`config.mk`:
```
export PLATFORM = sky130hd
export DESIGN_NAME = talm_monitor
export DESIGN_NICKNAME = d
export VERILOG_FILES = /design/src/inc/talm_pkg.sv /design/src/hdl/talm_run_counter.sv /design/src/hdl/talm_monitor.sv
export VERILOG_INCLUDE_DIRS = /design/src /design/src/inc
export SDC_FILE = /design/constraint.sdc
export NUM_CORES = 1
export LEC_CHECK = 0
export BUFFER_PORTS_ARGS = -buffer_cell sky130_fd_sc_hd__buf_2
export CAP_MARGIN = 10
export CORE_ASPECT_RATIO = 0.9
export CORE_MARGIN = 2
export CORE_UTILIZATION = 50
export DETAILED_ROUTE_END_ITERATION = 7
export PLACE_DENSITY_LB_ADDON = 0.2
export SYNTH_ARGS = -nofsm -noshare
export SYNTH_HDL_FRONTEND = slang
export SYNTH_SLANG_ARGS = --single-unit
```
`constraint.sdc`:
```
create_clock -name clk_sys -period 36.4 [get_ports clk_sys]
set_clock_uncertainty 0.1 [all_clocks]
set_input_delay 5.46 -clock clk_sys [delete_from_list [all_inputs] [get_ports clk_sys]]
set_output_delay 5.46 -clock clk_sys [all_outputs]
set_load 0.02 [all_outputs]
```
`src/inc/talm_consts.svh`:
```
/*
 Timing counts, thresholds and patterns of the T1 alarm monitor.
 Assumes inclusion by bare name from the monitor design file.
*/
`ifndef TALM_CONSTS_SVH
`define TALM_CONSTS_SVH
`define TALM_AIS_FRAMES_SF    5'h0C
`define TALM_AIS_FRAMES_ESF   5'h18
`define TALM_AIS_SET_LT       4'h3
`define TALM_AIS_SET_LT_S_SF  4'h4
`define TALM_AIS_SET_LT_S_ESF 4'h6
`define TALM_AIS_REL_GT       4'h2
`define TALM_AIS_REL_GT_S_SF  4'h3
`define TALM_AIS_REL_GT_S_ESF 4'h5
`define TALM_RA_B2_RUN        8'hFF
`define TALM_RA_MISS          2'h3
`define TALM_RA_DL_PATTERN    16'hFF00
`define TALM_RA_DL_GAP        4'hF
`define TALM_EXZ_B8ZS         13'h0007
`define TALM_EXZ_AMI          13'h000F
`define TALM_PD_RUN           13'h000F
`define TALM_PD_N_MAX         23
`define TALM_LOS_ALT_RUN      13'h000F
`define TALM_TX_SHORT_PER     3'h3
`define TALM_TX_ZERO_RUN      6'h20
`endif

```
`src/inc/talm_pkg.sv`:
```
/*
 Types of the T1 alarm monitor.
 Assumes talm_consts.svh on the include path.
*/
`default_nettype none
package talm_pkg;
  typedef enum logic [0:0] {TALM_AMI = 1'b0, TALM_B8ZS = 1'b1} talm_code_t;
  typedef enum logic [0:0] {TALM_D4 = 1'b0, TALM_ESF = 1'b1} talm_fmt_t;
  typedef enum logic [0:0] {TALM_LOS_IDLE = 1'b0, TALM_LOS_LOST = 1'b1} talm_los_t;
endpackage
`default_nettype wire

```
`src/hdl/talm_run_counter.sv`:
```
/*
 Saturating run counter: counts consecutive qualifying steps.
 Assumes step and zero are synchronous to clk_sys.
*/
`default_nettype none
module talm_run_counter #(
  parameter int WIDTH = 8
) (
  // Clock and reset
  input  wire logic             clk_sys,
  input  wire logic             reset,
  // Step and qualifier
  input  wire logic             step,
  input  wire logic             zero,
  // Run length
  output logic [WIDTH-1:0]      count
);
  always_ff @(posedge clk_sys or posedge reset) begin
    if (reset) begin
      count <= '0;
    end else if (step) begin
      if (!zero) begin
        count <= '0;
      end else if (count != {WIDTH{1'b1}}) begin
        count <= count + WIDTH'(1);
      end
    end
  end
endmodule
`default_nettype wire

```
`src/hdl/talm_monitor.sv`:
```
/*
 T1 receive and transmit alarm monitor: signal loss, blue alarm,
 remote alarm, excess zeros, pulse density, transmit line checks.
 Assumes strobes from a framer, all synchronous to clk_sys.
*/
// Behaviour
// - Lose signal after programmable zero run
// - Recover on enough ones within window
// - Or recover: density fine, no long run
// - Blue alarm: fewer than 3 zeros
// - Strict blue alarm: fewer than 4/6 zeros
// - Blue release: more than 2 zeros
// - Strict blue release: more than 3/5 zeros
// - Blue alarm held until a multiframe starts
// - Mode 0: bit 2 zero, 255 slots
// - Frame-12 FS one or DL pattern
// - Mode 1: bit 2 zero whole frame
// - Mode 0: release when conditions gone
// - Mode 1: release after 3 misses
// - Excess zeros: over 7 or 15
// - Density violation over all windows
// - Zero and density flags clear on read
// - Line short after 4 overcurrent periods
// - Ones missing after 32 transmit zeros
// - Blue and loss status plus irq
// - Remote status, onset and release irqs
// - Shared transmit line change irq
// - Send alarms only while enabled
`default_nettype none
`include "talm_consts.svh"
module talm_monitor
  import talm_pkg::*;
#(
  parameter int PD_N_MAX = `TALM_PD_N_MAX
) (
  // Clock and reset
  input  wire logic        clk_sys,
  input  wire logic        reset,
  // Receive stream
  input  wire logic        rx_bit_en,
  input  wire logic        rx_bit,
  input  wire logic        rx_bit2_valid,
  input  wire logic        rx_fs12_valid,
  input  wire logic        rx_dl_valid,
  input  wire logic        rx_frame_end,
  input  wire logic        rx_mf_start,
  // Transmit stream
  input  wire logic        tx_bit_en,
  input  wire logic        tx_bit,
  input  wire logic        tx_overcurrent,
  // Configuration
  input  wire talm_fmt_t   frame_fmt,
  input  wire talm_code_t  line_code,
  input  wire logic        strict_blue_alarm_sel,
  input  wire logic        remote_alarm_mode_sel,
  input  wire logic [12:0] los_detect_periods,
  input  wire logic [8:0]  los_recover_ones,
  input  wire logic [12:0] los_recover_window,
  input  wire logic        send_blue_alarm_en,
  input  wire logic        send_remote_alarm_en,
  // Software acknowledges
  input  wire logic        excess_zeros_read,
  input  wire logic        density_violation_read,
  input  wire logic        blue_alarm_irq_clr,
  input  wire logic        signal_lost_irq_clr,
  input  wire logic        remote_alarm_onset_irq_clr,
  input  wire logic        remote_alarm_release_irq_clr,
  input  wire logic        density_violation_irq_clr,
  input  wire logic        tx_line_change_irq_clr,
  // Status
  output logic             signal_lost_status,
  output logic             blue_alarm_status,
  output logic             remote_alarm_status,
  output logic             excess_zeros_status,
  output logic             density_violation_status,
  output logic             tx_line_short_status,
  output logic             tx_ones_missing_status,
  // Interrupt status
  output logic             signal_lost_irq,
  output logic             blue_alarm_irq,
  output logic             remote_alarm_onset_irq,
  output logic             remote_alarm_release_irq,
  output logic             density_violation_irq,
  output logic             tx_line_change_irq,
  // Transmit alarm requests
  output logic             blue_alarm_send,
  output logic             remote_alarm_send
);
  localparam int HIST = (PD_N_MAX + 1) * 8;

  logic [12:0] rx_zero_run;
  logic [7:0]  b2_run;
  logic [5:0]  tx_zero_run;
  logic [2:0]  oc_run;

  talm_run_counter #(.WIDTH(13)) u_rx_run (
    .clk_sys (clk_sys),
    .reset   (reset),
    .step    (rx_bit_en),
    .zero    (!rx_bit),
    .count   (rx_zero_run)
  );
  talm_run_counter #(.WIDTH(8)) u_b2_run (
    .clk_sys (clk_sys),
    .reset   (reset),
    .step    (rx_bit2_valid),
    .zero    (!rx_bit),
    .count   (b2_run)
  );
  talm_run_counter #(.WIDTH(6)) u_tx_run (
    .clk_sys (clk_sys),
    .reset   (reset),
    .step    (tx_bit_en),
    .zero    (!tx_bit),
    .count   (tx_zero_run)
  );
  talm_run_counter #(.WIDTH(3)) u_oc_run (
    .clk_sys (clk_sys),
    .reset   (reset),
    .step    (tx_bit_en),
    .zero    (tx_overcurrent),
    .count   (oc_run)
  );

  // Pulse density: one running ones count per window length
  logic [HIST-1:0]     pd_hist;
  logic [7:0]          pd_fill;
  logic [PD_N_MAX:1]   pd_win_fault;
  logic                pd_hit;
  logic                pd_level;

  always_ff @(posedge clk_sys or posedge reset) begin
    if (reset) begin
      pd_hist <= '0;
      pd_fill <= '0;
    end else if (rx_bit_en) begin
      pd_hist <= {pd_hist[HIST-2:0], rx_bit};
      if (pd_fill != 8'(HIST)) begin
        pd_fill <= pd_fill + 8'h01;
      end
    end
  end

  for (genvar n = 1; n <= PD_N_MAX; n++) begin : g_pd
    localparam int LEN = 8 * (n + 1);
    logic [7:0] ones;
    logic       drop;
    assign drop = (pd_fill >= 8'(LEN)) && pd_hist[LEN-1];
    always_ff @(posedge clk_sys or posedge reset) begin
      if (reset) begin
        ones <= '0;
      end else if (rx_bit_en) begin
        ones <= ones + {7'h00, rx_bit} - {7'h00, drop};
      end
    end
    // Windows not yet filled cannot be judged
    assign pd_win_fault[n] = (pd_fill >= 8'(LEN)) && (ones < 8'(n));
  end

  assign pd_hit = (|pd_win_fault) || (rx_zero_run > `TALM_PD_RUN);

  always_ff @(posedge clk_sys or posedge reset) begin
    if (reset) begin
      pd_level <= 1'b0;
    end else begin
      pd_level <= pd_hit;
    end
  end

  // Latched receive flags, a new hit beats the read
  logic exz_hit;
  assign exz_hit = rx_zero_run > ((line_code == TALM_B8ZS) ? `TALM_EXZ_B8ZS : `TALM_EXZ_AMI);

  always_ff @(posedge clk_sys or posedge reset) begin
    if (reset) begin
      excess_zeros_status      <= 1'b0;
      density_violation_status <= 1'b0;
    end else begin
      excess_zeros_status      <= (excess_zeros_status && !excess_zeros_read) || exz_hit;
      density_violation_status <= (density_violation_status && !density_violation_read) || pd_hit;
    end
  end

  // Signal loss and recovery
  talm_los_t   los_state;
  logic [12:0] los_win;
  logic [8:0]  los_ones;
  logic [8:0]  next_los_ones;
  logic        los_long_run;
  logic        los_pd_seen;
  logic        los_win_end;
  logic        los_alt_ok;

  assign next_los_ones = los_ones + {8'h00, rx_bit};
  assign los_win_end   = (los_win + 13'h0001) >= los_recover_window;
  assign los_alt_ok    = !los_long_run && !los_pd_seen && !pd_hit
                         && !(!rx_bit && rx_zero_run >= `TALM_LOS_ALT_RUN);

  always_ff @(posedge clk_sys or posedge reset) begin
    if (reset) begin
      los_state    <= TALM_LOS_IDLE;
      los_win      <= '0;
      los_ones     <= '0;
      los_long_run <= 1'b0;
      los_pd_seen  <= 1'b0;
    end else begin
      unique case (los_state)
        TALM_LOS_IDLE: begin
          los_win      <= '0;
          los_ones     <= '0;
          los_long_run <= 1'b0;
          los_pd_seen  <= 1'b0;
          if (rx_zero_run >= los_detect_periods) begin
            los_state <= TALM_LOS_LOST;
          end
        end
        TALM_LOS_LOST: begin
          if (rx_bit_en) begin
            if (next_los_ones >= los_recover_ones) begin
              los_state <= TALM_LOS_IDLE;
            end else if (los_win_end && los_alt_ok) begin
              los_state <= TALM_LOS_IDLE;
            end
            if (los_win_end) begin
              los_win      <= '0;
              los_ones     <= '0;
              los_long_run <= 1'b0;
              los_pd_seen  <= 1'b0;
            end else begin
              los_win      <= los_win + 13'h0001;
              los_ones     <= next_los_ones;
              los_long_run <= los_long_run || (!rx_bit && rx_zero_run >= `TALM_LOS_ALT_RUN);
              los_pd_seen  <= los_pd_seen || pd_hit;
            end
          end
        end
      endcase
    end
  end

  // Blue alarm: zeros counted over 12 or 24 frames
  logic [4:0] ais_frames;
  logic [4:0] ais_frame_cnt;
  logic [3:0] ais_zeros;
  logic [3:0] next_ais_zeros;
  logic [3:0] ais_set_lt;
  logic [3:0] ais_rel_gt;
  logic       ais_held;
  logic       ais_win_end;
  logic       next_blue;

  assign ais_frames = (frame_fmt == TALM_ESF) ? `TALM_AIS_FRAMES_ESF : `TALM_AIS_FRAMES_SF;
  assign ais_set_lt = !strict_blue_alarm_sel ? `TALM_AIS_SET_LT
                    : (frame_fmt == TALM_ESF) ? `TALM_AIS_SET_LT_S_ESF : `TALM_AIS_SET_LT_S_SF;
  assign ais_rel_gt = !strict_blue_alarm_sel ? `TALM_AIS_REL_GT
                    : (frame_fmt == TALM_ESF) ? `TALM_AIS_REL_GT_S_ESF : `TALM_AIS_REL_GT_S_SF;
  assign next_ais_zeros = (rx_bit_en && !rx_bit && ais_zeros != 4'hF) ? ais_zeros + 4'h1 : ais_zeros;
  assign ais_win_end = rx_frame_end && (ais_frame_cnt + 5'h01 >= ais_frames);

  always_comb begin
    next_blue = blue_alarm_status;
    if (ais_win_end) begin
      if (!blue_alarm_status && next_ais_zeros < ais_set_lt) begin
        next_blue = 1'b1;
      end else if (blue_alarm_status && ais_held && next_ais_zeros > ais_rel_gt) begin
        next_blue = 1'b0;
      end
    end
  end

  always_ff @(posedge clk_sys or posedge reset) begin
    if (reset) begin
      ais_frame_cnt     <= '0;
      ais_zeros         <= '0;
      ais_held          <= 1'b0;
      blue_alarm_status <= 1'b0;
    end else begin
      blue_alarm_status <= next_blue;
      ais_zeros         <= ais_win_end ? 4'h0 : next_ais_zeros;
      if (rx_frame_end) begin
        ais_frame_cnt <= ais_win_end ? 5'h00 : ais_frame_cnt + 5'h01;
      end
      // A multiframe must start after onset before release
      if (next_blue && !blue_alarm_status) begin
        ais_held <= 1'b0;
      end else if (rx_mf_start) begin
        ais_held <= 1'b1;
      end
    end
  end

  // Remote alarm sources
  logic        b2_all_zero;
  logic [15:0] dl_shift;
  logic [15:0] next_dl_shift;
  logic [3:0]  dl_gap;
  logic        b2_hit;
  logic        fs_hit;
  logic        fs_miss;
  logic        dl_hit;
  logic        dl_miss;
  logic        ra_fs_cond;
  logic        ra_dl_cond;
  logic        ra_b2_cond;
  logic [1:0]  miss_b2;
  logic [1:0]  miss_fs;
  logic [1:0]  miss_dl;
  logic        ra_set;
  logic        ra_rel;
  logic        next_remote;

  assign next_dl_shift = {dl_shift[14:0], rx_bit};
  assign b2_hit  = rx_frame_end && b2_all_zero;
  assign fs_hit  = rx_fs12_valid && rx_bit && (frame_fmt == TALM_D4);
  assign fs_miss = rx_fs12_valid && !rx_bit && (frame_fmt == TALM_D4);
  assign dl_hit  = rx_dl_valid && (frame_fmt == TALM_ESF)
                   && (next_dl_shift == `TALM_RA_DL_PATTERN);
  assign dl_miss = rx_dl_valid && (frame_fmt == TALM_ESF) && !dl_hit && (dl_gap == `TALM_RA_DL_GAP);
  assign ra_b2_cond = (b2_run == `TALM_RA_B2_RUN);

  always_ff @(posedge clk_sys or posedge reset) begin
    if (reset) begin
      b2_all_zero <= 1'b1;
      dl_shift    <= '0;
      dl_gap      <= '0;
      ra_fs_cond  <= 1'b0;
      ra_dl_cond  <= 1'b0;
    end else begin
      if (rx_frame_end) begin
        b2_all_zero <= 1'b1;
      end else if (rx_bit2_valid && rx_bit) begin
        b2_all_zero <= 1'b0;
      end
      if (rx_dl_valid) begin
        dl_shift <= next_dl_shift;
        dl_gap   <= dl_hit ? 4'h0 : dl_gap + 4'h1;
      end
      if (fs_hit || fs_miss || frame_fmt != TALM_D4) begin
        ra_fs_cond <= fs_hit;
      end
      if (dl_hit || dl_miss || frame_fmt != TALM_ESF) begin
        ra_dl_cond <= dl_hit;
      end
    end
  end

  // Miss counters saturate at the release count
  function automatic logic [1:0] talm_miss(input logic [1:0] cnt, input logic hit, input logic miss);
    talm_miss = hit ? 2'h0 : (miss && cnt != `TALM_RA_MISS) ? cnt + 2'h1 : cnt;
  endfunction

  always_ff @(posedge clk_sys or posedge reset) begin
    if (reset) begin
      miss_b2 <= '0;
      miss_fs <= '0;
      miss_dl <= '0;
    end else begin
      miss_b2 <= talm_miss(miss_b2, b2_hit, rx_frame_end && !b2_hit);
      miss_fs <= talm_miss(miss_fs, fs_hit, fs_miss);
      miss_dl <= talm_miss(miss_dl, dl_hit, dl_miss);
    end
  end

  always_comb begin
    if (remote_alarm_mode_sel) begin
      ra_set = b2_hit || fs_hit || dl_hit;
      ra_rel = (miss_b2 == `TALM_RA_MISS)
               && ((frame_fmt == TALM_ESF) ? miss_dl == `TALM_RA_MISS
                                           : miss_fs == `TALM_RA_MISS);
    end else begin
      ra_set = ra_b2_cond || ra_fs_cond || ra_dl_cond;
      ra_rel = !ra_set;
    end
    next_remote = ra_set ? 1'b1 : (ra_rel ? 1'b0 : remote_alarm_status);
  end

  always_ff @(posedge clk_sys or posedge reset) begin
    if (reset) begin
      remote_alarm_status <= 1'b0;
    end else begin
      remote_alarm_status <= next_remote;
    end
  end

  // Transmit line supervision
  logic next_short;
  logic next_ones_missing;

  assign next_short = (oc_run > `TALM_TX_SHORT_PER) ? 1'b1
                    : (!tx_overcurrent ? 1'b0 : tx_line_short_status);
  assign next_ones_missing = (tx_zero_run >= `TALM_TX_ZERO_RUN);

  always_ff @(posedge clk_sys or posedge reset) begin
    if (reset) begin
      tx_line_short_status   <= 1'b0;
      tx_ones_missing_status <= 1'b0;
    end else begin
      tx_line_short_status   <= next_short;
      tx_ones_missing_status <= next_ones_missing;
    end
  end

  // Signal loss status follows the loss state
  always_ff @(posedge clk_sys or posedge reset) begin
    if (reset) begin
      signal_lost_status <= 1'b0;
    end else begin
      signal_lost_status <= (los_state == TALM_LOS_LOST);
    end
  end

  // Sticky interrupt bits; a same-cycle event beats the clear
  logic ev_los;
  logic ev_blue;
  logic ev_ra_on;
  logic ev_ra_off;
  logic ev_pd;
  logic ev_tx;

  assign ev_los    = signal_lost_status != (los_state == TALM_LOS_LOST);
  assign ev_blue   = next_blue != blue_alarm_status;
  assign ev_ra_on  = next_remote && !remote_alarm_status;
  assign ev_ra_off = !next_remote && remote_alarm_status;
  assign ev_pd     = pd_hit && !pd_level;
  assign ev_tx     = (next_short != tx_line_short_status)
                     || (next_ones_missing != tx_ones_missing_status);

  always_ff @(posedge clk_sys or posedge reset) begin
    if (reset) begin
      signal_lost_irq          <= 1'b0;
      blue_alarm_irq           <= 1'b0;
      remote_alarm_onset_irq   <= 1'b0;
      remote_alarm_release_irq <= 1'b0;
      density_violation_irq    <= 1'b0;
      tx_line_change_irq       <= 1'b0;
    end else begin
      signal_lost_irq          <= (signal_lost_irq && !signal_lost_irq_clr) || ev_los;
      blue_alarm_irq           <= (blue_alarm_irq && !blue_alarm_irq_clr) || ev_blue;
      remote_alarm_onset_irq   <= (remote_alarm_onset_irq && !remote_alarm_onset_irq_clr) || ev_ra_on;
      remote_alarm_release_irq <= (remote_alarm_release_irq && !remote_alarm_release_irq_clr) || ev_ra_off;
      density_violation_irq    <= (density_violation_irq && !density_violation_irq_clr) || ev_pd;
      tx_line_change_irq       <= (tx_line_change_irq && !tx_line_change_irq_clr) || ev_tx;
    end
  end

  // Alarm transmission requests
  always_ff @(posedge clk_sys or posedge reset) begin
    if (reset) begin
      blue_alarm_send   <= 1'b0;
      remote_alarm_send <= 1'b0;
    end else begin
      blue_alarm_send   <= send_blue_alarm_en;
      remote_alarm_send <= send_remote_alarm_en;
    end
  end
endmodule
`default_nettype wire

```
* Yosys cells after proc, flatten, opt, wreduce, memory -nomap -nowiden
Cells that the tools add are included.
Storage, ports and cells: bits of input ports 61, bits in registers 493, logic and storage cells 393
Cells by class: equal/unequal tests 21, reduce and logical (&&, ||, !) cells 138, muxes and demuxes 55, add/subtract/negate cells 59, magnitude comparators 57, bitwise logic cells 2
Operator list (number):
- 8-bit by 1-bit adder with 8-bit output | 23
- 8-bit by 1-bit subtractor with 8-bit output | 23
- 1-bit logical AND | 84
- 8-bit >= comparator, second input constant | 9
- 8-bit by 7-bit >= comparator with 1-bit output, second input constant | 8
- 8-bit by 4-bit less-than comparator with 1-bit output, second input constant | 8
- 8-bit by 5-bit less-than comparator with 1-bit output, second input constant | 8
- 13-bit two-way mux | 4
- 8-bit by 6-bit >= comparator with 1-bit output, second input constant | 4
- 8-bit by 3-bit less-than comparator with 1-bit output, second input constant | 4
- 13-bit by 1-bit adder with 13-bit output, second input constant | 2
- 13-bit >= comparator | 2
- 13-bit one-hot mux with 2 select lines | 1
- 23-bit OR reduction | 1
- 1-bit two-way mux | 22
- 1-bit zero test | 20
- 1-bit logical OR | 20
- 9-bit two-way mux | 2
- 9-bit one-hot mux with 2 select lines | 1
- 8-bit by 1-bit adder with 8-bit output, second input constant | 2
- 16-bit equality test, second input constant | 1
- 8-bit by 5-bit >= comparator with 1-bit output, second input constant | 2
- 8-bit by 2-bit less-than comparator with 1-bit output, second input constant | 2
- 4-bit two-way mux | 4
- other kinds (36) | 75

* Longest topological paths before layout
Gate-level depths: netlist (run 1).
word-level depth 12, mapped depth 17, gate-level depth less buffers 16

* Cells and area by module
A second synthesis (run 1) with hierarchy kept.
Unflattened totals: cell total of the unflattened synthesis 2929, area, all modules 29578.4 µm²
By module, submodules not included:
- talm_monitor | sequential area each 11587.4 µm², instances 1, area an instance 27816.7 µm², cells each 2753
- talm_run_counter (u_rx_run) | sequential area each 325.3 µm², instances 1, area an instance 754.5 µm², cells each 82
- talm_run_counter (u_b2_run) | sequential area each 200.2 µm², instances 1, area an instance 486.7 µm², cells each 49
- talm_run_counter (u_tx_run) | sequential area each 150.1 µm², instances 1, area an instance 351.6 µm², cells each 32
- talm_run_counter (u_oc_run) | sequential area each 75.1 µm², instances 1, area an instance 168.9 µm², cells each 13

* Worst setup path before layout (run 1)
Ideal clock, no wire load.
path kind input to register, start in rx_bit_en, end reg blue_alarm_irq, stages 12, arrival 7842 ps, path slack 28332 ps, library setup time 126 ps, cells stage by stage clkbuf_1 > clkinv_1 > a311oi_1 > mux2_2 > ha_1 > a21o_1 > a21oi_1 > a31oi_1 > o21ai_0 > a22o_1 > ha_1 > o21ai_0
Between the ends: longest elaborated chain between the ends 10
RTL lines:
- start, declared | RTL line talm_monitor.sv:40 | input wire logic rx_bit_en,
- 1-bit logical AND * (2 in a row) | RTL line talm_monitor.sv:257 | assign next_ais_zeros = (rx_bit_en && !rx_bit && ais_zeros != 4'hF) ? ais_zeros + 4'h1 : ais_zeros;
- 4-bit two-way mux * | RTL line talm_monitor.sv:257
- 4-bit by 3-bit greater-than comparator with 1-bit output | RTL line talm_monitor.sv:265 | end else if (blue_alarm_status && ais_held && next_ais_zeros > ais_rel_gt) begin
- 1-bit logical AND | RTL line talm_monitor.sv:265
- 1-bit two-way mux | RTL line talm_monitor.sv:265
- 1-bit two-way mux * | RTL line talm_monitor.sv:263 | if (!blue_alarm_status && next_ais_zeros < ais_set_lt) begin
- 1-bit two-way mux * | RTL line talm_monitor.sv:262 | if (ais_win_end) begin
- named net next_blue | RTL line talm_monitor.sv:250 | logic next_blue;
- 1-bit != test * | RTL line talm_monitor.sv:421 | assign ev_blue = next_blue != blue_alarm_status;
- 1-bit logical OR * | RTL line talm_monitor.sv:438 | blue_alarm_irq <= (blue_alarm_irq && !blue_alarm_irq_clr) || ev_blue;
- end signal, assigned | RTL line talm_monitor.sv:438
- end, declared | RTL line talm_monitor.sv:80 | output logic blue_alarm_irq,
Mark *: on every way through the listed nets, which the timed path passes. The rest lies on a longest branch. A chain may end at the register's enable or synchronous reset.

* Worst setup path after layout (run 1)
Ends and elaborated chain as after synthesis.

==> flow_metrics.py, run 1 <==
metrics = {
    "status": {
        "status": "completed",
    },
    "detailed_routing": {
        "drt_iter0_markers": 1043,
        "wl_mm": 54.62,
        "vias": 19420,
        "drc": 0,
        "ant_nets": 0,
        "wire_per_inst_um": 14.92,
        "dr.pass1.iters": 7,
        "vias_per_cell": 5.304,
    },
    "place": {
        "place_hpwl_mm": 37.16,
        "io_buffers": 75,
        "gp_congestion": 0.8432,
        "place_area_um2": 29870,
    },
    "hold_path": {
        "worstHoldPathType": "flip-flop to flip-flop",
    },
    "yosys": {
        "synth_edf_count": 0,
        "netlist_area_um2": 28730,
        "synthCells": 2791,
        "synthFlopType": "dfrtp_1",
        "synth_cell_types": 76,
        "synth-seq-cells": 493,
        "synthArstFlopShare": 1.000,
        "ys_warn_count": 0,
        "synth.avg_cell_area_um2": 10.29,
        "syn-num-nets": 3205,
        "ys_seq_area_frac": 0.4295,
    },
    "floorplan": {
        "boundaryPins": 76,
        "core-area_um2": 56910,
        "die_area_um2": 59390,
        "start_util": 0.5048,
        "die_x_um": 256.7,
        "die_y_um": 231.4,
        "num_rows": 83,
    },
    "critical_path": {
        "critical_path_class": "input port to flip-flop",
        "crit_family": "compound AO/OA/AOI/OAI gates",
        "path_cells": "buf_8 -> clkinv_1 -> buf_4 -> a311oi_1 -> mux2_2 -> ha_1 -> a21o_1 -> a21oi_1 -> a31oi_1 -> o21ai_0 -> a22o_1 -> ha_1 -> o21ai_0",
        "critical-path-max-stage-delay_ns": 0.57,
        "endpoint_kind": "flip-flop",
        "cp-start-kind": "input port",
        "crit_buf_inv": 3,
        "cp.arrival_ns": 8.84,
        "required_ns": 36.78,
        "crit_fanout": 126,
        "crit_path_top_delay_cell": "buf_8",
    },
    "global_routing": {
        "grt-ovfl-total": 0,
        "grt_pass1_wl_mm": 94.13,
        "grt_pass1_vias": 19830,
        "grt_max_degree": 224,
        "antenna_found_initial": 2,
        "grtUsageTotal": 0.1868,
    },
    "sta": {
        "max_slew_margin": 0.2860,
        "fin_tns_setup_ns": 0,
        "period_share": 0.2324,
        "rsz0062_at_grt": "false",
        "setup_viol": 0,
        "fin_crit_ns": 8.458,
        "holdWs_ns": 0.3641,
        "tightest_slew_ns": 1.071,
        "finalMaxSlewViolations": 0,
        "timing.fmax_mhz": 118.2,
        "hold_violations": 0,
    },
    "clock_tree": {
        "cts_buffer_depth": 3,
        "clkTransAtPathRegs_ns": 0.06,
        "hold_buffers": 0,
        "cts_root_buf": "clkbuf_16",
        "ctsResizeCount": 0,
        "h-tree-depth": 2,
        "cts_setup_buffers": 0,
        "cts.sinks": 493,
        "tritoncts": "built",
        "clock_latency_ns": 0.62,
        "cts_buffers": 54,
    },
    "flow_run": {
        "maxCapViolCount": 0,
    },
    "finish": {
        "nets": 3267,
        "diodes": 0,
        "finish.instance_area_um2": 31700,
        "fill_cells": 4887,
        "layout_commonest_cell": "dfrtp_1",
        "drive_gt1_frac": 0.1447,
        "layout_common_cells": "dfrtp_1, inv_1, ha_1, mux2_2, a21oi_1",
        "register_area_um2": 12340,
        "area_growth_pct": 10.37,
        "multiInputGateArea_um2": 14610,
    },
    "pwr": {
        "p_per_area_nw_per_um2": 82.36,
        "p_leak_nw": 16.10,
        "vdd_drop_max_mv": 0.04114,
    },
}
per-layer routing:
metal	vias to the layer above	track usage	routed length (um)
li1	9623	-	-
met4	0	0.04869	1021
met3	80	0.02450	1519
met2	188	0.3111	25610
met1	9526	0.2583	26470
met5	-	0	0
path summary, 6_finish.rpt:
kind / start / endpoint / slack (ns) / cells after the start
min in group asynchronous: reset / dl_shift[1] / 4.90 / 2
setup reg to reg: los_win[0] / los_long_run / 32.24 / 14
hold reg to reg: pd_level / density_violation_irq / 0.36 / 1
hold / removal: pd_level / density_violation_irq / 0.36 / 1
max in group asynchronous: reset / g_pd[7].ones[5] / 29.07 / 4
setup / recovery: rx_bit_en / blue_alarm_irq / 27.94 / 13
power by group:
| part | internal (mW) | switching [mW] |
|---|---|---|
| combinational | 0.589 | 0.641 |
| clock | 0.333 | 0.230 |
| sequential | 0.702 | 0.116 |
cell usage after synthesis (all sizes together) (24+ instances only):
library cell / instances / area [um2]
xnor2: 111 / 972.2
a21oi: 184 / 920.9
xor2: 44 / 385.4
mux2i: 37 / 370.4
o21bai: 27 / 202.7
nor2: 131 / 491.7
dfrtp: 492 / 12310
or3: 26 / 167.7
nand3: 54 / 270.3
mux2: 206 / 2320
clkbuf: 65 / 245.2
a21o: 46 / 345.3
nor2b: 24 / 150.1
nand2b: 41 / 256.5
ha: 330 / 4129
inv: 383 / 1438
o21ai: 173 / 865.8
nand2: 135 / 506.7
cells by family after synthesis:
| logic type | count (synthesis) | synth area share |
|---|---|---|
| AO/OA/AOI/OAI | 592 | 0.1266 |
| XOR/XNOR | 155 | 0.04726 |
| adder cells (fa/ha/maj) | 353 | 0.1598 |
| buffers and inverters | 469 | 0.06176 |
| flip-flops | 493 | 0.4295 |
| multiplexers | 243 | 0.09365 |
| AND/OR/NAND/NOR | 486 | 0.08145 |
layout make-up:
| cell class | count | area share |
|---|---|---|
| inverter | 385 | 0.04582 |
| sequential | 493 | 0.3892 |
| timing repair buffer | 90 | 0.01610 |
| tap | 765 | 0.03019 |
| multi-input combinational | 1829 | 0.4609 |
| clock buffer | 74 | 0.04882 |
| clock inverter | 25 | 0.008958 |
registers in the layout, summed over array words and instances (netlist names), 4 cells and up:
register / flops
g_pd.ones: 184
u_b2_run.count: 8
u_tx_run.count: 6
dl_gap: 4
u_rx_run.count: 13
los_win: 13
ais_frame_cnt: 5
pd_hist: 192
los_ones: 9
pd_fill: 8
ais_zeros: 4
dl_shift: 15
stage by stage:
step                std cells  utilization  power (mW)  setup slack (ns)
finish                   3661       0.5571       2.611             27.94
CTS                      3661       0.5571       2.636             27.99
floorplan                2791            -       1.811             17.08
global placement         3562       0.5249       1.987             27.46
detailed placement       3562       0.5249       2.054             27.37
global route             3661       0.5571       2.848             27.71
(Power assumes the default switching activity.)
==> run 2: changes to the inputs <==
==> constraint.sdc (replaced) <==
create_clock -name clk_sys -period 8.6 [get_ports clk_sys]
set_clock_uncertainty 0.1 [all_clocks]
set_input_delay 1.29 -clock clk_sys [delete_from_list [all_inputs] [get_ports clk_sys]]
set_output_delay 1.29 -clock clk_sys [all_outputs]
set_load 0.02 [all_outputs]
==> flow_metrics.py, run 2 (synthesized netlist as in run 1, its figures left out) <==
metrics = {
    "detailed_routing": {
        "vias": 19310,
        "wl_mm": 53.68,
        "ant_nets": 0,
        "wire_per_inst_um": 14.67,
        "drc": 0,
        "drt_iter0_markers": 1171,
        "vias_per_cell": 5.278,
        "dr.pass1.iters": 5,
    },
    "global_routing": {
        "antenna_found_initial": 1,
        "grt_max_degree": 165,
        "grt_pass1_vias": 19780,
        "grtUsageTotal": 0.1873,
        "grt_pass1_wl_mm": 93.62,
        "grt-ovfl-total": 0,
    },
    "critical_path": {
        "crit_fanout": 109,
        "cp-start-kind": "input port",
        "reg2reg_depth": 14,
        "reg2reg_from": "los_win[0]",
        "endpoint_kind": "flip-flop",
        "cp.arrival_ns": 5.24,
        "reg2reg_slack_ns": 4.38,
        "cp-startpoint": "rx_bit_en",
        "critical_path_class": "input port to flip-flop",
        "r2r-end": "los_long_run",
        "required_ns": 8.98,
    },
    "pwr": {
        "seq_power_share": 0.314,
        "p_total_mw": 11.05,
        "p_per_area_nw_per_um2": 348.0,
        "swShare": 0.3735,
        "p_leak_nw": 16.09,
        "clkPwrFrac": 0.218,
        "combPwrFrac": 0.468,
        "power_switching_mw": 4.126,
        "internal-power_mw": 6.921,
        "vdd_drop_max_mv": 0.1653,
    },
    "clock_tree": {
        "cts.sinks": 493,
        "cts_root_buf": "clkbuf_16",
        "cts_buffer_depth": 3,
        "cts_setup_buffers": 0,
        "cts_buffers": 55,
        "clock_latency_ns": 0.61,
        "ctsResizeCount": 0,
        "clkTransAtPathRegs_ns": 0.06,
        "hold_buffers": 0,
        "h-tree-depth": 2,
        "tritoncts": "built",
    },
    "finish": {
        "area_growth_pct": 10.49,
        "top_regs": "pd_hist x192, g_pd.ones x184, dl_shift x15",
        "regMostFlops": "pd_hist",
        "drive_gt1_frac": 0.1417,
        "layout_commonest_cell": "dfrtp_1",
        "layout_common_cells": "dfrtp_1, inv_1, ha_1, mux2_2, a21oi_1",
        "largest_reg_flops": 192,
        "final_util": 0.5577,
        "finish.instance_area_um2": 31740,
        "nets": 3265,
        "diodes": 0,
    },
    "hold_path": {
        "min_path_cells": 0,
        "worstHoldPathType": "flip-flop to flip-flop",
        "hold_end": "tx_ones_missing_status",
        "min-delay-start": "u_tx_run.count[5]",
    },
    "floorplan": {
        "die_y_um": 231.4,
        "start_util": 0.5048,
        "die_x_um": 256.7,
        "boundaryPins": 76,
        "num_rows": 83,
        "die_area_um2": 59390,
        "core-area_um2": 56910,
    },
    "place": {
        "io_buffers": 75,
        "gp_congestion": 0.7986,
        "place_hpwl_mm": 36.54,
        "place_area_um2": 29870,
    },
    "sta": {
        "hold_violations": 0,
        "fin_tns_setup_ns": 0,
        "finalMaxSlewViolations": 0,
        "timing.fmax_mhz": 205.9,
        "holdWs_ns": 0.3704,
        "tightest_slew_ns": 1.074,
        "period_share": 0.5648,
        "fin_crit_ns": 4.858,
        "setup_viol": 0,
        "rsz0062_at_grt": "false",
        "max_slew_margin": 0.2841,
    },
    "status": {
        "status": "completed",
    },
    "flow_run": {
        "maxCapViolCount": 0,
    },
}
==> run 2: worst max path at each step <==
stage                                   to  cells past startpoint  slack [ns]
after floorplan           ais_frame_cnt[0]                      1        0.52
after global placement      blue_alarm_irq                     12        3.37
after detailed placement    blue_alarm_irq                     12        3.16
after global routing        blue_alarm_irq                     12        3.46
after CTS                   blue_alarm_irq                     12        3.80
final                       blue_alarm_irq                     12        3.74
==> run 2: critical path, stage by stage <==
cell and delay (ns):
buf_8 0.50, clkinv_1 0.82, a311oi_1 0.77, mux2_2 0.44, ha_1 0.32, a21o_1 0.11, a21oi_1 0.06, a31oi_1 0.15
o21ai_0 0.10, a22o_1 0.26, ha_1 0.28, o21ai_0 0.08
==> run 2: metal layers <==
layer	up-vias	routed length, um	GRT usage	part of all wire
met5	-	0	0	0
met4	0	965	0.05051	0.018
met3	79	1627	0.02504	0.030
met2	194	25340	0.3171	0.47
met1	9412	25740	0.2536	0.48
li1	9626	-	-	-
==> run 2: stage by stage <==
stage          worst slack (ns)  instances
2_1_floorplan            0.5243       2791
3_3_place_gp              3.369       3559
3_5_place_dp              3.159       3559
4_1_cts                   3.800       3659
5_1_grt                   3.464       3659
6_report                  3.742       3659
==> run 2: area by class of cell <==
class                   count  area [um2]
multi-input cells        1829       14610
clock inverters            11       172.7
clock buffers              89        1695
well taps                 765       957.2
fillers                  4908       25170
flip-flops and latches    493       12340
repair buffers             87       513.0
inverters                 385        1449
==> run 2: power groups by stage <==
stage | Sequential [mW] | Combinational (mW) | Clock, mW
after floorplan | 3.36 | 4.30 | 0
after global routing | 3.56 | 5.96 | 2.59
final | 3.46 | 5.17 | 2.41
after detailed placement | 3.50 | 5.18 | 0
after global placement | 3.48 | 4.93 | 0
after CTS | 3.47 | 5.22 | 2.49
